File: config.mk
export PLATFORM = sky130hd
export DESIGN_NAME = essc_top
export DESIGN_NICKNAME = d
export VERILOG_FILES = /design/src/include/essc_pkg.sv /design/src/design/essc_top.sv
export VERILOG_INCLUDE_DIRS = /design/src /design/src/include
export SDC_FILE = /design/constraint.sdc
export NUM_CORES = 1
export LEC_CHECK = 0
export BUFFER_PORTS_ARGS = -buffer_cell sky130_fd_sc_hd__buf_2
export CELL_PAD_IN_SITES_DETAIL_PLACEMENT = 0
export CELL_PAD_IN_SITES_GLOBAL_PLACEMENT = 1
export CORE_UTILIZATION = 47
export CTS_CLUSTER_SIZE = 16
export DETAILED_ROUTE_END_ITERATION = 8
export PLACE_DENSITY_LB_ADDON = 0.25
export REMOVE_ABC_BUFFERS = 1
export SETUP_SLACK_MARGIN = 0.02
export SYNTH_ARGS = -nofsm -noshare
export SYNTH_HDL_FRONTEND = slang
export SYNTH_SLANG_ARGS = --single-unit
File: constraint.sdc
create_clock -name clk -period 4.8 [get_ports clk]
set_clock_uncertainty 0.05 [all_clocks]
set_input_delay 1.44 -clock clk [delete_from_list [all_inputs] [get_ports clk]]
set_output_delay 1.44 -clock clk [all_outputs]
set_load 0.03 [all_outputs]
File: src/include/essc_params.svh
// offsets, field positions, masks, command codes and timing counts of the event status block
`ifndef ESSC_PARAMS_SVH
`define ESSC_PARAMS_SVH
`define ESSC_OFF_STATUS  5'h0e
`define ESSC_OFF_AUTO    5'h1e
`define ESSC_OFF_BAD_STREAM_START_COUNT  5'h0c
`define ESSC_OFF_NEGRES  5'h05
`define ESSC_OFF_MULTI   5'h02
`define ESSC_OFF_GOODTX  5'h06
`define ESSC_OFF_HBMISS  5'h01
`define ESSC_BANK_DIAG   3'h4
`define ESSC_BANK_STATS  3'h6
`define ESSC_BIT_IRQ     0
`define ESSC_BIT_RXE     5
`define ESSC_BIT_SWEV    6
`define ESSC_BIT_HALF    7
`define ESSC_BIT_LINK    8
`define ESSC_BIT_DN      9
`define ESSC_BIT_UP      10
`define ESSC_ACK_MASK    11'h761
`define ESSC_SRC_MASK    11'h7fe
`define ESSC_OP_GRST     5'h00
`define ESSC_OP_SELBANK  5'h01
`define ESSC_OP_REQIRQ   5'h0c
`define ESSC_OP_ACK      5'h0d
`define ESSC_OP_SETIE    5'h0e
`define ESSC_OP_SETIND   5'h0f
`define ESSC_OP_STATS_EN 5'h15
`define ESSC_OP_STATS_DI 5'h16
`define ESSC_CNT_HALF    8'h80
`define ESSC_CLK_NS      10
`define ESSC_GRST_NS     40
`define ESSC_GRST_CYC    ((`ESSC_GRST_NS + `ESSC_CLK_NS - 1) / `ESSC_CLK_NS)
`endif

File: src/include/essc_pkg.sv
// types shared by the event status block
package essc_pkg;
  typedef logic [15:0] essc_word_type;
  typedef logic [10:0] essc_flag_type;
  typedef logic [2:0]  essc_bank_type;
endpackage

File: src/design/essc_top.sv
// event status flags, self-acknowledging view and statistics counters
`timescale 1ns/100ps
`include "essc_params.svh"
// What this block does
// - link change sets flag bit 8
// - negotiation result read clears link flag
// - self-ack read or ack command clears link
// - link flag raised regardless of transceiver choice
// - notified download done sets bit 9
// - upload done sets bit 10
// - bit 12 high while command executes
// - bits 15:13 show bank, reset zero
// - self-ack view at 1e mirrors status
// - self-ack read clears interrupt enables
// - self-ack read clears acknowledgeable flags
// - counters advance once collection enabled
// - counter read returns value and clears
// - counter write adds to contents
// - counter reaching half sets half-full flag
// - half-full clears after all counters read
// - carrier loss, heartbeat are not errors
// - multi-collision counts 2..15 collisions, good
// - bad stream start counter, bank 4
// - bad stream counter wraps, half at 80h
// - flags set only when indication enabled
// - line state is OR of enabled sources
module essc_top
  import essc_pkg::*;
#(
  parameter int NUM_CNT  = 4,
  parameter int CNT_W    = 8,
  parameter int GRST_CYC = `ESSC_GRST_CYC
) (
  input  wire logic          clk,
  input  wire logic          rst_b,
  input  wire logic [4:0]    io_addr,
  input  wire logic          io_rd,
  input  wire logic          io_wr,
  input  wire essc_word_type io_wdata,
  input  wire logic          link_good,
  input  wire logic          dn_done,
  input  wire logic          dn_notify,
  input  wire logic          up_done,
  input  wire logic          rx_early,
  input  wire logic          tx_done,
  input  wire logic          tx_fatal_err,
  input  wire logic          hb_missing,
  input  wire logic [3:0]    tx_coll,
  input  wire logic          bad_ssd,
  input  wire logic          mode_100tx,
  output essc_word_type      io_rdata,
  output logic               irq
);
  // ----------------------------------------
  // state
  // ----------------------------------------
  essc_word_type            io_rdata_r, io_rdata_nxt;
  logic                     irq_r, irq_nxt;
  essc_flag_type            flags_r, flags_nxt, ie_r, ie_nxt, ind_r, ind_nxt;
  essc_bank_type            bank_r, bank_nxt;
  logic                     stats_r, stats_nxt, link_q_r;
  logic [7:0]               pend_cnt_r, pend_cnt_nxt;
  logic [NUM_CNT-1:0]       seen_r, seen_nxt, inc, cnt_acc;
  logic [CNT_W-1:0]         cnt_r [NUM_CNT];
  logic [CNT_W-1:0]         cnt_nxt [NUM_CNT];
  logic [CNT_W-1:0]         base, sum_bad;
  essc_flag_type            set, clr;
  logic                     grst_now, rd_auto, half_set;
  int                       rd_idx;

  // counter slot seen at an address in the visible bank, NUM_CNT if none
  function automatic int cnt_idx(input essc_bank_type bk, input logic [4:0] a);
    cnt_idx = NUM_CNT;
    if (bk == `ESSC_BANK_DIAG && a == `ESSC_OFF_BAD_STREAM_START_COUNT) cnt_idx = 0;
    if (bk == `ESSC_BANK_STATS && a == `ESSC_OFF_MULTI) cnt_idx = 1;
    if (bk == `ESSC_BANK_STATS && a == `ESSC_OFF_GOODTX) cnt_idx = 2;
    if (bk == `ESSC_BANK_STATS && a == `ESSC_OFF_HBMISS) cnt_idx = 3;
  endfunction

  // masked flags read as zero even if set before the mask was dropped
  // view layout
  function automatic essc_word_type view();
    essc_flag_type f;
    f = flags_r & ind_r;
    view = {bank_r, (pend_cnt_r != 8'h00), 1'b0, f[10:5], 4'h0, irq_r};
  endfunction

  assign rd_idx   = cnt_idx(bank_r, io_addr);
  assign rd_auto  = io_rd && io_addr == `ESSC_OFF_AUTO;
  // commands arriving while one is pending are dropped
  assign grst_now = io_wr && io_addr == `ESSC_OFF_STATUS && pend_cnt_r == 8'h00
                    && io_wdata[15:11] == `ESSC_OP_GRST;
  assign sum_bad  = cnt_r[0] + io_wdata[CNT_W-1:0];

  // ----------------------------------------
  // counter events
  // ----------------------------------------
  always_comb begin
    inc = '0;
    inc[0] = stats_r && bad_ssd && mode_100tx;
    inc[1] = stats_r && tx_done && !tx_fatal_err && tx_coll >= 4'h2;
    inc[2] = stats_r && tx_done && !tx_fatal_err;
    inc[3] = stats_r && tx_done && hb_missing;
  end

  // ----------------------------------------
  // next state
  // ----------------------------------------
  always_comb begin
    bank_nxt     = bank_r;
    ie_nxt       = ie_r;
    ind_nxt      = ind_r;
    stats_nxt    = stats_r;
    seen_nxt     = seen_r;
    io_rdata_nxt = io_rdata_r;
    pend_cnt_nxt = (pend_cnt_r != 8'h00) ? pend_cnt_r - 8'h01 : pend_cnt_r;
    set          = '0;
    clr          = '0;
    half_set     = 1'b0;
    cnt_acc      = '0;
    base         = '0;
    // entry or exit of link good
    set[`ESSC_BIT_LINK] = link_good ^ link_q_r;
    set[`ESSC_BIT_DN]   = dn_done && dn_notify;
    set[`ESSC_BIT_UP]   = up_done;
    set[`ESSC_BIT_RXE]  = rx_early;
    if (io_rd || io_wr) begin
      for (int i = 0; i < NUM_CNT; i++) cnt_acc[i] = (rd_idx == i);
    end
    for (int i = 0; i < NUM_CNT; i++) begin
      base = cnt_r[i];
      if (cnt_acc[i] && io_rd) base = '0;
      if (cnt_acc[i] && io_wr) base = cnt_r[i] + io_wdata[CNT_W-1:0];
      cnt_nxt[i] = base + CNT_W'(inc[i]);
      if (!base[CNT_W-1] && cnt_nxt[i][CNT_W-1]) half_set = 1'b1;
    end
    set[`ESSC_BIT_HALF] = half_set;
    if (io_rd) begin
      io_rdata_nxt = '0;
      if (io_addr == `ESSC_OFF_STATUS || rd_auto) io_rdata_nxt = view();
      if (rd_auto) begin
        ie_nxt = '0;
        clr = clr | `ESSC_ACK_MASK;
      end
      if (bank_r == `ESSC_BANK_DIAG && io_addr == `ESSC_OFF_NEGRES) begin
        io_rdata_nxt = {15'h0000, link_q_r};
        clr[`ESSC_BIT_LINK] = 1'b1;
      end
      if (rd_idx < NUM_CNT) begin
        io_rdata_nxt = {{(16 - CNT_W){1'b0}}, cnt_r[rd_idx]};
        seen_nxt[rd_idx] = 1'b1;
      end
    end
    if (&seen_nxt) begin
      seen_nxt = '0;
      clr[`ESSC_BIT_HALF] = 1'b1;
    end
    if (io_wr && io_addr == `ESSC_OFF_STATUS && pend_cnt_r == 8'h00) begin
      unique case (io_wdata[15:11])
        `ESSC_OP_SELBANK:  bank_nxt = io_wdata[2:0];
        `ESSC_OP_REQIRQ:   set[`ESSC_BIT_SWEV] = 1'b1;
        `ESSC_OP_ACK:      clr = clr | (io_wdata[10:0] & `ESSC_ACK_MASK);
        `ESSC_OP_SETIE:    ie_nxt = io_wdata[10:0];
        `ESSC_OP_SETIND:   ind_nxt = io_wdata[10:0];
        `ESSC_OP_STATS_EN: stats_nxt = 1'b1;
        `ESSC_OP_STATS_DI: stats_nxt = 1'b0;
        // global reset is the multi-cycle command
        `ESSC_OP_GRST:     pend_cnt_nxt = 8'(GRST_CYC);
        default:           ;
      endcase
    end
    // set gated by indication; set wins over clear
    flags_nxt = (flags_r & ~clr) | (set & ind_r);
    if (grst_now) begin
      bank_nxt  = '0;
      flags_nxt = '0;
      ie_nxt    = '0;
      ind_nxt   = '0;
      stats_nxt = 1'b0;
      seen_nxt  = '0;
      for (int i = 0; i < NUM_CNT; i++) cnt_nxt[i] = '0;
    end
    irq_nxt = |(flags_nxt & ind_nxt & ie_nxt & `ESSC_SRC_MASK);
  end

  // ----------------------------------------
  // registers
  // ----------------------------------------
  always_ff @(posedge clk or negedge rst_b) begin
    if (!rst_b) begin
      io_rdata_r <= '0;
      irq_r      <= 1'b0;
      flags_r    <= '0;
      ie_r       <= '0;
      ind_r      <= '0;
      bank_r     <= '0;
      stats_r    <= 1'b0;
      link_q_r   <= 1'b0;
      pend_cnt_r <= '0;
      seen_r     <= '0;
      for (int i = 0; i < NUM_CNT; i++) cnt_r[i] <= '0;
    end else begin
      io_rdata_r <= io_rdata_nxt;
      irq_r      <= irq_nxt;
      flags_r    <= flags_nxt;
      ie_r       <= ie_nxt;
      ind_r      <= ind_nxt;
      bank_r     <= bank_nxt;
      stats_r    <= stats_nxt;
      link_q_r   <= link_good;
      pend_cnt_r <= pend_cnt_nxt;
      seen_r     <= seen_nxt;
      for (int i = 0; i < NUM_CNT; i++) cnt_r[i] <= cnt_nxt[i];
    end
  end

  assign io_rdata = io_rdata_r;
  assign irq      = irq_r;
endmodule

# [Word-level counts from Yosys, hierarchy flattened]
# Index checks and enable logic that the tools add are counted.
[word_totals] word_cells=161 regBits=99 out_inout_bits=17 inputBits=39
[classes] eq_ne=19 mux=56 add_sub_neg=9 magnitude_cmp=5 bitwise=11 reduce_logical=47
[ops] operator="$mux W11" count=13
[ops] operator="$mux W8" count=13
[ops] operator="$eq A32 B3 Y1 const B" count=2
[ops] operator="$lt A32 B4 Y1 const B" count=2
[ops] operator="$and A11 B11 Y11" count=5
[ops] operator="$mux W16" count=3
[ops] operator="$add A8 B1 Y8" count=4
[ops] operator="$add A8 B8 Y8" count=4
[ops] operator="$eq A32 B2 Y1 const B" count=1
[ops] operator="$ge A32 B1 Y1 const B" count=1
[ops] operator="$ge A32 B3 Y1 const B" count=1
[ops] operator="$logic_not A32 Y1" count=1
[ops] operator="$mux W32" count=1
[ops] operator="$not A32 Y32" count=1
[ops] operator="$eq A5 B4 Y1 const B" count=6
[ops] operator="$logic_and A1 B1 Y1" count=29
[ops] operator="$or A11 B11 Y11" count=2
[ops] operator="$mux W3" count=7
[ops] operator="$mux W4" count=5
[ops] operator="$bmux W8 S2" count=1
[ops] operator="$eq A5 B5 Y1 const B" count=3
[ops] operator="$mux W1" count=11
[ops] operator="$not A11 Y11" count=1
[ops] operator="$eq A5 B1 Y1 const B" count=2
[ops] operator="other kinds (19)" count=28

# [Depth between registers and ports, before layout]
# Gate-level depths: netlist (run 1).
[depth] depth_word=25 mapped_depth=15 ltp_nobuf=14

# [Least setup slack after synthesis (run 1)]
# OpenSTA, ideal clock, no wires.
[synth_timing] kind="input -> register" from="in io_addr[3]" to="reg irq_r, in the netlist irq" t_arrival_ns=4.143 setup_time_ns=0.143 t_required_ns=4.607 path_buffers=1 cell_stages=13 slack_ns=0.465 cell_sequence="nor4b_1 -> nand3b_1 -> nand4bb_1 -> clkbuf_1 -> a22o_1 -> ha_1 -> and2_1 -> nand3_1 -> nor3b_1 -> ha_1 -> or4_1 -> a22oi_1 -> o211ai_1"
[synth_via] elab_chain_cells=25 word_cells_on_any_way=90 classes_between="4 x add/sub; 3 x order compare; 10 x eq/ne; 36 x mux; 8 x bitwise; 29 x reduce/logical"
[synth_rtl] item="from (decl)" line="essc_top.sv:36" rtl="input wire logic [4:0] io_addr,"
[synth_rtl] item="$eq A5 B4 Y1 (no line)"
[synth_rtl] item="$logic_and A1 B1 Y1 (no line)"
[synth_rtl] item="$mux W3" line="essc_top.sv:74" rtl="if (bk == `ESSC_BANK_DIAG && a == `ESSC_OFF_BAD_STREAM_START_COUNT) cnt_idx = 0;"
[synth_rtl] item="$mux W3" line="essc_top.sv:75" rtl="if (bk == `ESSC_BANK_STATS && a == `ESSC_OFF_MULTI) cnt_idx = 1;"
[synth_rtl] item="$mux W3" line="essc_top.sv:76" rtl="if (bk == `ESSC_BANK_STATS && a == `ESSC_OFF_GOODTX) cnt_idx = 2;"
[synth_rtl] item="$mux W3" line="essc_top.sv:77" rtl="if (bk == `ESSC_BANK_STATS && a == `ESSC_OFF_HBMISS) cnt_idx = 3;"
[synth_rtl] item="$ge A32 B1 Y1 (not written as such) or $lt A32 B4 Y1 (tied branches)" line="essc_top.sv:151, essc_top.sv:149"
[synth_rtl] item="$logic_and A1 B1 Y1 (not written as such)" line="essc_top.sv:151" rtl="seen_nxt[rd_idx] = 1'b1;"
[synth_rtl] item="(+10 left out)"
[synth_rtl] item="$not A11 Y11" line="essc_top.sv:173" rtl="flags_nxt = (flags_r & ~clr) | (set & ind_r);"
[synth_rtl] item="$and A11 B11 Y11" line="essc_top.sv:173"
[synth_rtl] item="$or A11 B11 Y11" line="essc_top.sv:173"
[synth_rtl] item="$mux W11" line="essc_top.sv:174" rtl="if (grst_now) begin"
[synth_rtl] item="$and A11 B11 Y11" line="essc_top.sv:183" rtl="irq_nxt = |(flags_nxt & ind_nxt & ie_nxt & `ESSC_SRC_MASK);"
[synth_rtl] item="$and A11 B11 Y11 *" line="essc_top.sv:183"
[synth_rtl] item="$reduce_or A10 Y1 *" line="essc_top.sv:183"
[synth_rtl] item="net irq_nxt" line="essc_top.sv:58" rtl="logic irq_r, irq_nxt;"
[synth_rtl] item="to (signal assigned)" line="essc_top.sv:204" rtl="irq_r <= irq_nxt;"
[synth_rtl] item="to (decl)" line="essc_top.sv:58"
# The timed path passes the listed nets; every way through them passes the cells marked *.
# A chain may end at the register's enable or synchronous reset.

# [Worst setup path in the final report (run 1)]
# Ends and elaborated chain as after synthesis.

==> results.cfg, run 1 <==
[status]
status = finished clean

[synthesis]
yosysMostFrequentCell = dfrtp_1
async_reset_ff_share_pct = 100
synth_area_sq_um = 6160
ys_seq_area_share_pct = 38.6
synth_top_cell_by_area = dfrtp_1
synth.avg_cell_area_sq_um = 9.36
synth_edf_count = 0
synth_area_leaders = dfrtp_1 (39%), ha_1 (8.5%), nor2_1 (4.5%)
yosysWarnings = 0
synth-seq-cells = 95
postSynthCellCount = 658
synth_ff_type = dfrtp_1
yosysUniqueCellTypes = 65
yosys.area.top_type_share_pct = 38.6
synth_commonest_cells = dfrtp_1 (95), nor2_1 (73), a21oi_1 (51), ha_1 (42), nand2_1 (41)

[critical_path]
cp-start-kind = input port
crit_arrival_ns = 4.51
crit_path_cell_trace = buf_2, nor4b_1, nand3b_1, nand4bb_1, buf_4, a22o_1, and2_1, nand3_1, nor3b_1, ha_1, or4_1, a22oi_1, o211ai_1
cp_num_cells = 13
crit_required_ns = 4.97
crit_family = simple AND/OR/NAND/NOR gates
path_max_fanout = 8
path_class = input port to register
r2r_cells = 12
setup.worst_path.end_class = register
worst-path-buf-inv = 2
crit_slowest_cell = or4_1
slowest_delay_ns = 0.55
r2r_slack_ns = 1.23

[placed_design]
dp.cells = 880
port-buffer-count = 53
dpl_cell_area_sq_um = 6700
finalWeightedCongestion = 0.873
hpwl_um = 12400
pre_cts_ws_ns = 0.128

[timing]
worstMarginPinSlew_ns = 0.715
fin_tns_setup_ns = 0
slew-limit-headroom_pct = 52.2
hold_ws_ns = 0.443
fin_ws_ns = 0.455
rsz0062_at_grt = false
finalCritPeriodShare_pct = 90.5
finalHoldViolCount = 0
finalSetupViolCount = 0
min_period_ns = 4.35
drv_slew = 0
max_freq_mhz = 230

[die]
die_w_um = 116
ios = 56
start_util_pct = 48.6
die_y_um = 116
std_cell_rows = 41
fp.dieArea_sq_um = 13600
core_area_sq_um = 12700

[final_layout]
nets = 804
final_area_sq_um = 7010
drive_above_1_share_pct = 15.3
fin_cells = 896
fillers = 1188
diodes = 0
area_growth_pct = 13.9

[clock_network]
cts_sinks = 95
cts_tree = built
htree_levels = 3
clk_pin_slew_ns = 0.07
post_cts_buffers = 0
ctsHoldBuffers = 0
clockRootBuffer = clkbuf_16
insertion_delay_ns = 0.35
cts_resized = 0
cts_made_buffers = 9
clock_path_buffers = 2

[routing]
vias = 5162
dr.pass1.iters = 5
wl_met2_um = 7900
via_per_inst = 5.76
met3_wirelength_um = 494
first_iter_violations = 262
ant_nets = 0
top_layer = met4
drc = 0
wl_per_cell_um = 18.3
routed_wirelength_um = 16400
drt-met1-wl_um = 7440

[global_routing]
grt_pass1_vias = 5109
overflow = 0
grt_use_total_pct = 26.3
grt_pass1_wl_um = 26400
grt_max_degree = 48
antenna_found_initial = 0

[power]
irDropWorstVdd_uv = 276
power_density_nw_per_um2 = 409
p_leak_nw = 3.38

[run]
drv_cap = 0

[hold_path]
hp-class = register to register
hold_depth = 1
==> layout by cell type, fill, tap and decap left out, types with 5 or more instances in the layout <==
cell / count
a21o_1: 18
a21oi_1: 51
a221oi_1: 5
a22o_1: 13
a22oi_1: 11
and2_1: 18
and3_1: 15
buf_2: 52
buf_4: 25
clkbuf_16: 9
dfrtp_1: 95
ha_1: 42
inv_1: 22
mux2_2: 5
mux2i_1: 13
nand2_1: 41
nand3_1: 15
nand4_1: 9
nor2_1: 73
nor3_1: 12
nor3b_1: 11
o21ai_0: 22
o22ai_1: 13
or3_1: 7
xnor2_1: 25
xor2_1: 21
==> registers in the layout, summed over array words and instances (netlist names) <==
register	count
io_rdata	15
stats_r	1
irq	1
ind_r	10
link_q_r	1
pend_cnt_r	8
seen_r	4
cnt_r	32
ie_r	10
bank_r	3
flags_r	10
==> logic make-up after synthesis <==
| family | synth area share [%] |
|---|---|
| simple gates | 21.5 |
| compound gates | 17.0 |
| flops | 38.6 |
| buf+inv | 3.23 |
| fa+ha+maj | 9.84 |
| xor+xnor | 6.54 |
| mux | 3.21 |
| other cells | 0.0609 |
==> metal layers <==
metal  track usage, %  vias up
met1             33.8     2529
met5                0        -
met3             3.94       30
li1                 -     2506
met2             43.6       97
met4             12.4        0
==> power breakdown <==
group / total (mW) / internal (mW) / switching (mW) / leakage, nW
sequential: 1.08 / 0.931 / 0.152 / 1.26
combinational: 1.03 / 0.502 / 0.529 / 1.97
clock: 0.755 / 0.426 / 0.329 / 0.155
total: 2.87 / 1.86 / 1.01 / 3.38
==> area by class of cell <==
type	instances	area, sq um	area share (%)
inverters	22	82.6	1.18
clock buffers	10	239	3.41
flip-flops and latches	95	2380	33.9
repair buffers	77	448	6.39
well taps	172	215	3.07
clock inverters	6	72.6	1.03
multi-input cells	514	3580	51.0
==> path summary, 6_finish.rpt <==
path,endpoint,from
max,irq,io_addr[3]
min,flags_r[3],flags_r[3]
max reg2reg,irq,bank_r[0]
min reg2reg,flags_r[3],flags_r[3]
max in group asynchronous,cnt_r[22],rst_b
min in group asynchronous,io_rdata[13],rst_b
==> stage by stage <==
stage               power, mW  utilization, %
CTS                      2.89            55.4
finish                   2.87            55.4
global placement         2.09            52.9
global route             3.07            55.4
detailed placement       2.12            52.9
floorplan                1.85               -
(Power assumes the default switching activity.)
==> inputs of run 2 (changes only) <==
--- a/config.mk
+++ b/config.mk
@@ -9,7 +9,9 @@
 export BUFFER_PORTS_ARGS = -buffer_cell sky130_fd_sc_hd__buf_2
 export CELL_PAD_IN_SITES_DETAIL_PLACEMENT = 0
 export CELL_PAD_IN_SITES_GLOBAL_PLACEMENT = 1
-export CORE_UTILIZATION = 47
+export CORE_ASPECT_RATIO = 1.5
+export CORE_UTILIZATION = 48
+export CTS_BUF_LIST = sky130_fd_sc_hd__clkbuf_4 sky130_fd_sc_hd__clkbuf_8
 export CTS_CLUSTER_SIZE = 16
 export DETAILED_ROUTE_END_ITERATION = 8
 export PLACE_DENSITY_LB_ADDON = 0.25
==> results.cfg, run 2 (synthesis results as in run 1) <==
[final_layout]
diodes = 0
drive_above_1_share_pct = 15.6
fin_cells = 882
max_flop_register = cnt_r
final_cell_mix = dfrtp_1 (95), nor2_1 (73), buf_2 (52)
nets = 806
area_growth_pct = 11.8
fin_util_pct = 55.0
largest_register_ff_count = 32
final_common_cell = dfrtp_1

[timing]
worstMarginPinSlew_ns = 0.995
finalCritPeriodShare_pct = 92.9
drv_slew = 0
hold_ws_ns = 0.437
min_period_ns = 4.46
rsz0062_at_grt = false
finalSetupViolCount = 0
slew-limit-headroom_pct = 32.9
finalHoldViolCount = 0
max_freq_mhz = 224

[global_routing]
grt_pass1_wl_um = 26900
overflow = 0
grt_pass1_vias = 5353
grt_max_degree = 67
antenna_found_initial = 0
grt_use_total_pct = 26.9

[die]
die_w_um = 94.5
ios = 56
fp.dieArea_sq_um = 13300
core_area_sq_um = 12500
std_cell_rows = 50
die_y_um = 141
start_util_pct = 49.2

[placed_design]
finalWeightedCongestion = 0.900
dp.cells = 866
hpwl_um = 12900
port-buffer-count = 53

[hold_path]
whs_endpoint = flags_r[3]
hold_depth = 1
holdCritStartpoint = flags_r[3]
hp-class = register to register

[clock_network]
cts_resized = 0
clk_pin_slew_ns = 0.10
clockRootBuffer = clkbuf_8
post_cts_buffers = 0
insertion_delay_ns = 0.37
clock_path_buffers = 2
cts_made_buffers = 9
htree_levels = 3
ctsHoldBuffers = 0
cts_tree = built
cts_sinks = 95

[routing]
vias = 5218
first_iter_violations = 252
drc = 0
via_per_inst = 5.92
dr.pass1.iters = 4
ant_nets = 0
wl_per_cell_um = 19.0
routed_wirelength_um = 16800

[power]
p_sw_share_pct = 37.9
power_density_nw_per_um2 = 385
internal_power_mw = 1.65
irDropWorstVdd_uv = 283
p_total_mw = 2.65
p_leak_nw = 3.33
share_seq_of_total_power_pct = 40.9
switching_power_mw = 1.01
pwr-share-clk_pct = 19.5
pwr-share-comb_pct = 39.6

[critical_path]
r2r_cells = 14
reg2reg_from = bank_r[0]
crit_slowest_cell = or4_1
cp-start-kind = input port
crit_path_cell_trace = buf_2, ha_1, a21o_1, a21oi_1, o21ai_0, a21o_1, a21oi_1, xor2_1, a21o_1, a21oi_1, ha_1, or4_1, a22oi_1, o211ai_1
r2r_slack_ns = 1.15
reg2reg_to = irq
worst-path-buf-inv = 1
slowest_delay_ns = 0.54
crit_family = compound AO/OA/AOI/OAI gates
crit_required_ns = 4.98
setup.worst_path.end_class = register
path_max_fanout = 8
path_class = input port to register
crit_arrival_ns = 4.63

[run]
drv_cap = 0

[status]
status = finished clean
==> run 2: area by class of cell <==
cell class	instances	area, sq um
Multi-Input combinational cell	514	3580
Tap cell	156	195
Clock buffer	10	138
Clock inverter	6	50.0
Timing Repair Buffer	79	463
Fill cell	1184	5630
Sequential cell	95	2380
Inverter	22	82.6
==> run 2: layer usage <==
metal,vias up,part of all wire (%),GRT usage (%)
met5,-,0,0
met4,0,5.2,15.7
met3,42,3.4,3.51
met2,123,51,46.7
met1,2544,41,31.0
li1,2509,-,-
==> run 2: metrics by stage <==
| stage | setup slack (ns) | TNS (ns) | area [sq um] |
|---|---|---|---|
| 2_1_floorplan | 0.299 | 0 | 6040 |
| 3_3_place_gp | 0.0687 | 0 | 6700 |
| 3_5_place_dp | -0.00363 | -0.00363 | 6700 |
| 4_1_cts | 0.389 | 0 | 6890 |
| 5_1_grt | 0.127 | 0 | 6890 |
| 6_report | 0.343 | 0 | 6890 |
==> run 2: worst max-delay path by stage <==
stage | start | slack, ns | depth (start not counted) | end
global placement | io_addr[3] | 0.07 | 15 | irq
finish | io_wdata[1] | 0.34 | 14 | irq
floorplan | io_addr[0] | 0.30 | 7 | irq
global route | io_wdata[1] | 0.13 | 14 | irq
detailed placement | io_wdata[1] | -0.004 | 14 | irq
CTS | io_wdata[1] | 0.39 | 14 | irq
==> run 2: power groups by stage <==
stage               Combinational, mW  Clock, mW  Sequential (mW)
floorplan                       0.807          0             1.04
global placement                 1.01          0             1.09
detailed placement               1.05          0             1.10
CTS                              1.06      0.532             1.08
global route                     1.18      0.557             1.10
finish                           1.05      0.517             1.09
==> run 2: worst register-to-register path, cell delays in order, from the launching register on <==
cell and delay [ns]:
dfrtp_1 0.44, or4b_1 0.70, nor2_1 0.23, nand2_1 0.09, nor2_1 0.26, a22o_1 0.20, ha_1 0.17, nor2b_1 0.20
o21a_1 0.17, nand2b_1 0.09, nor3_1 0.28, ha_1 0.22, or4_1 0.17, a22oi_1 0.12, o211ai_1 0.19
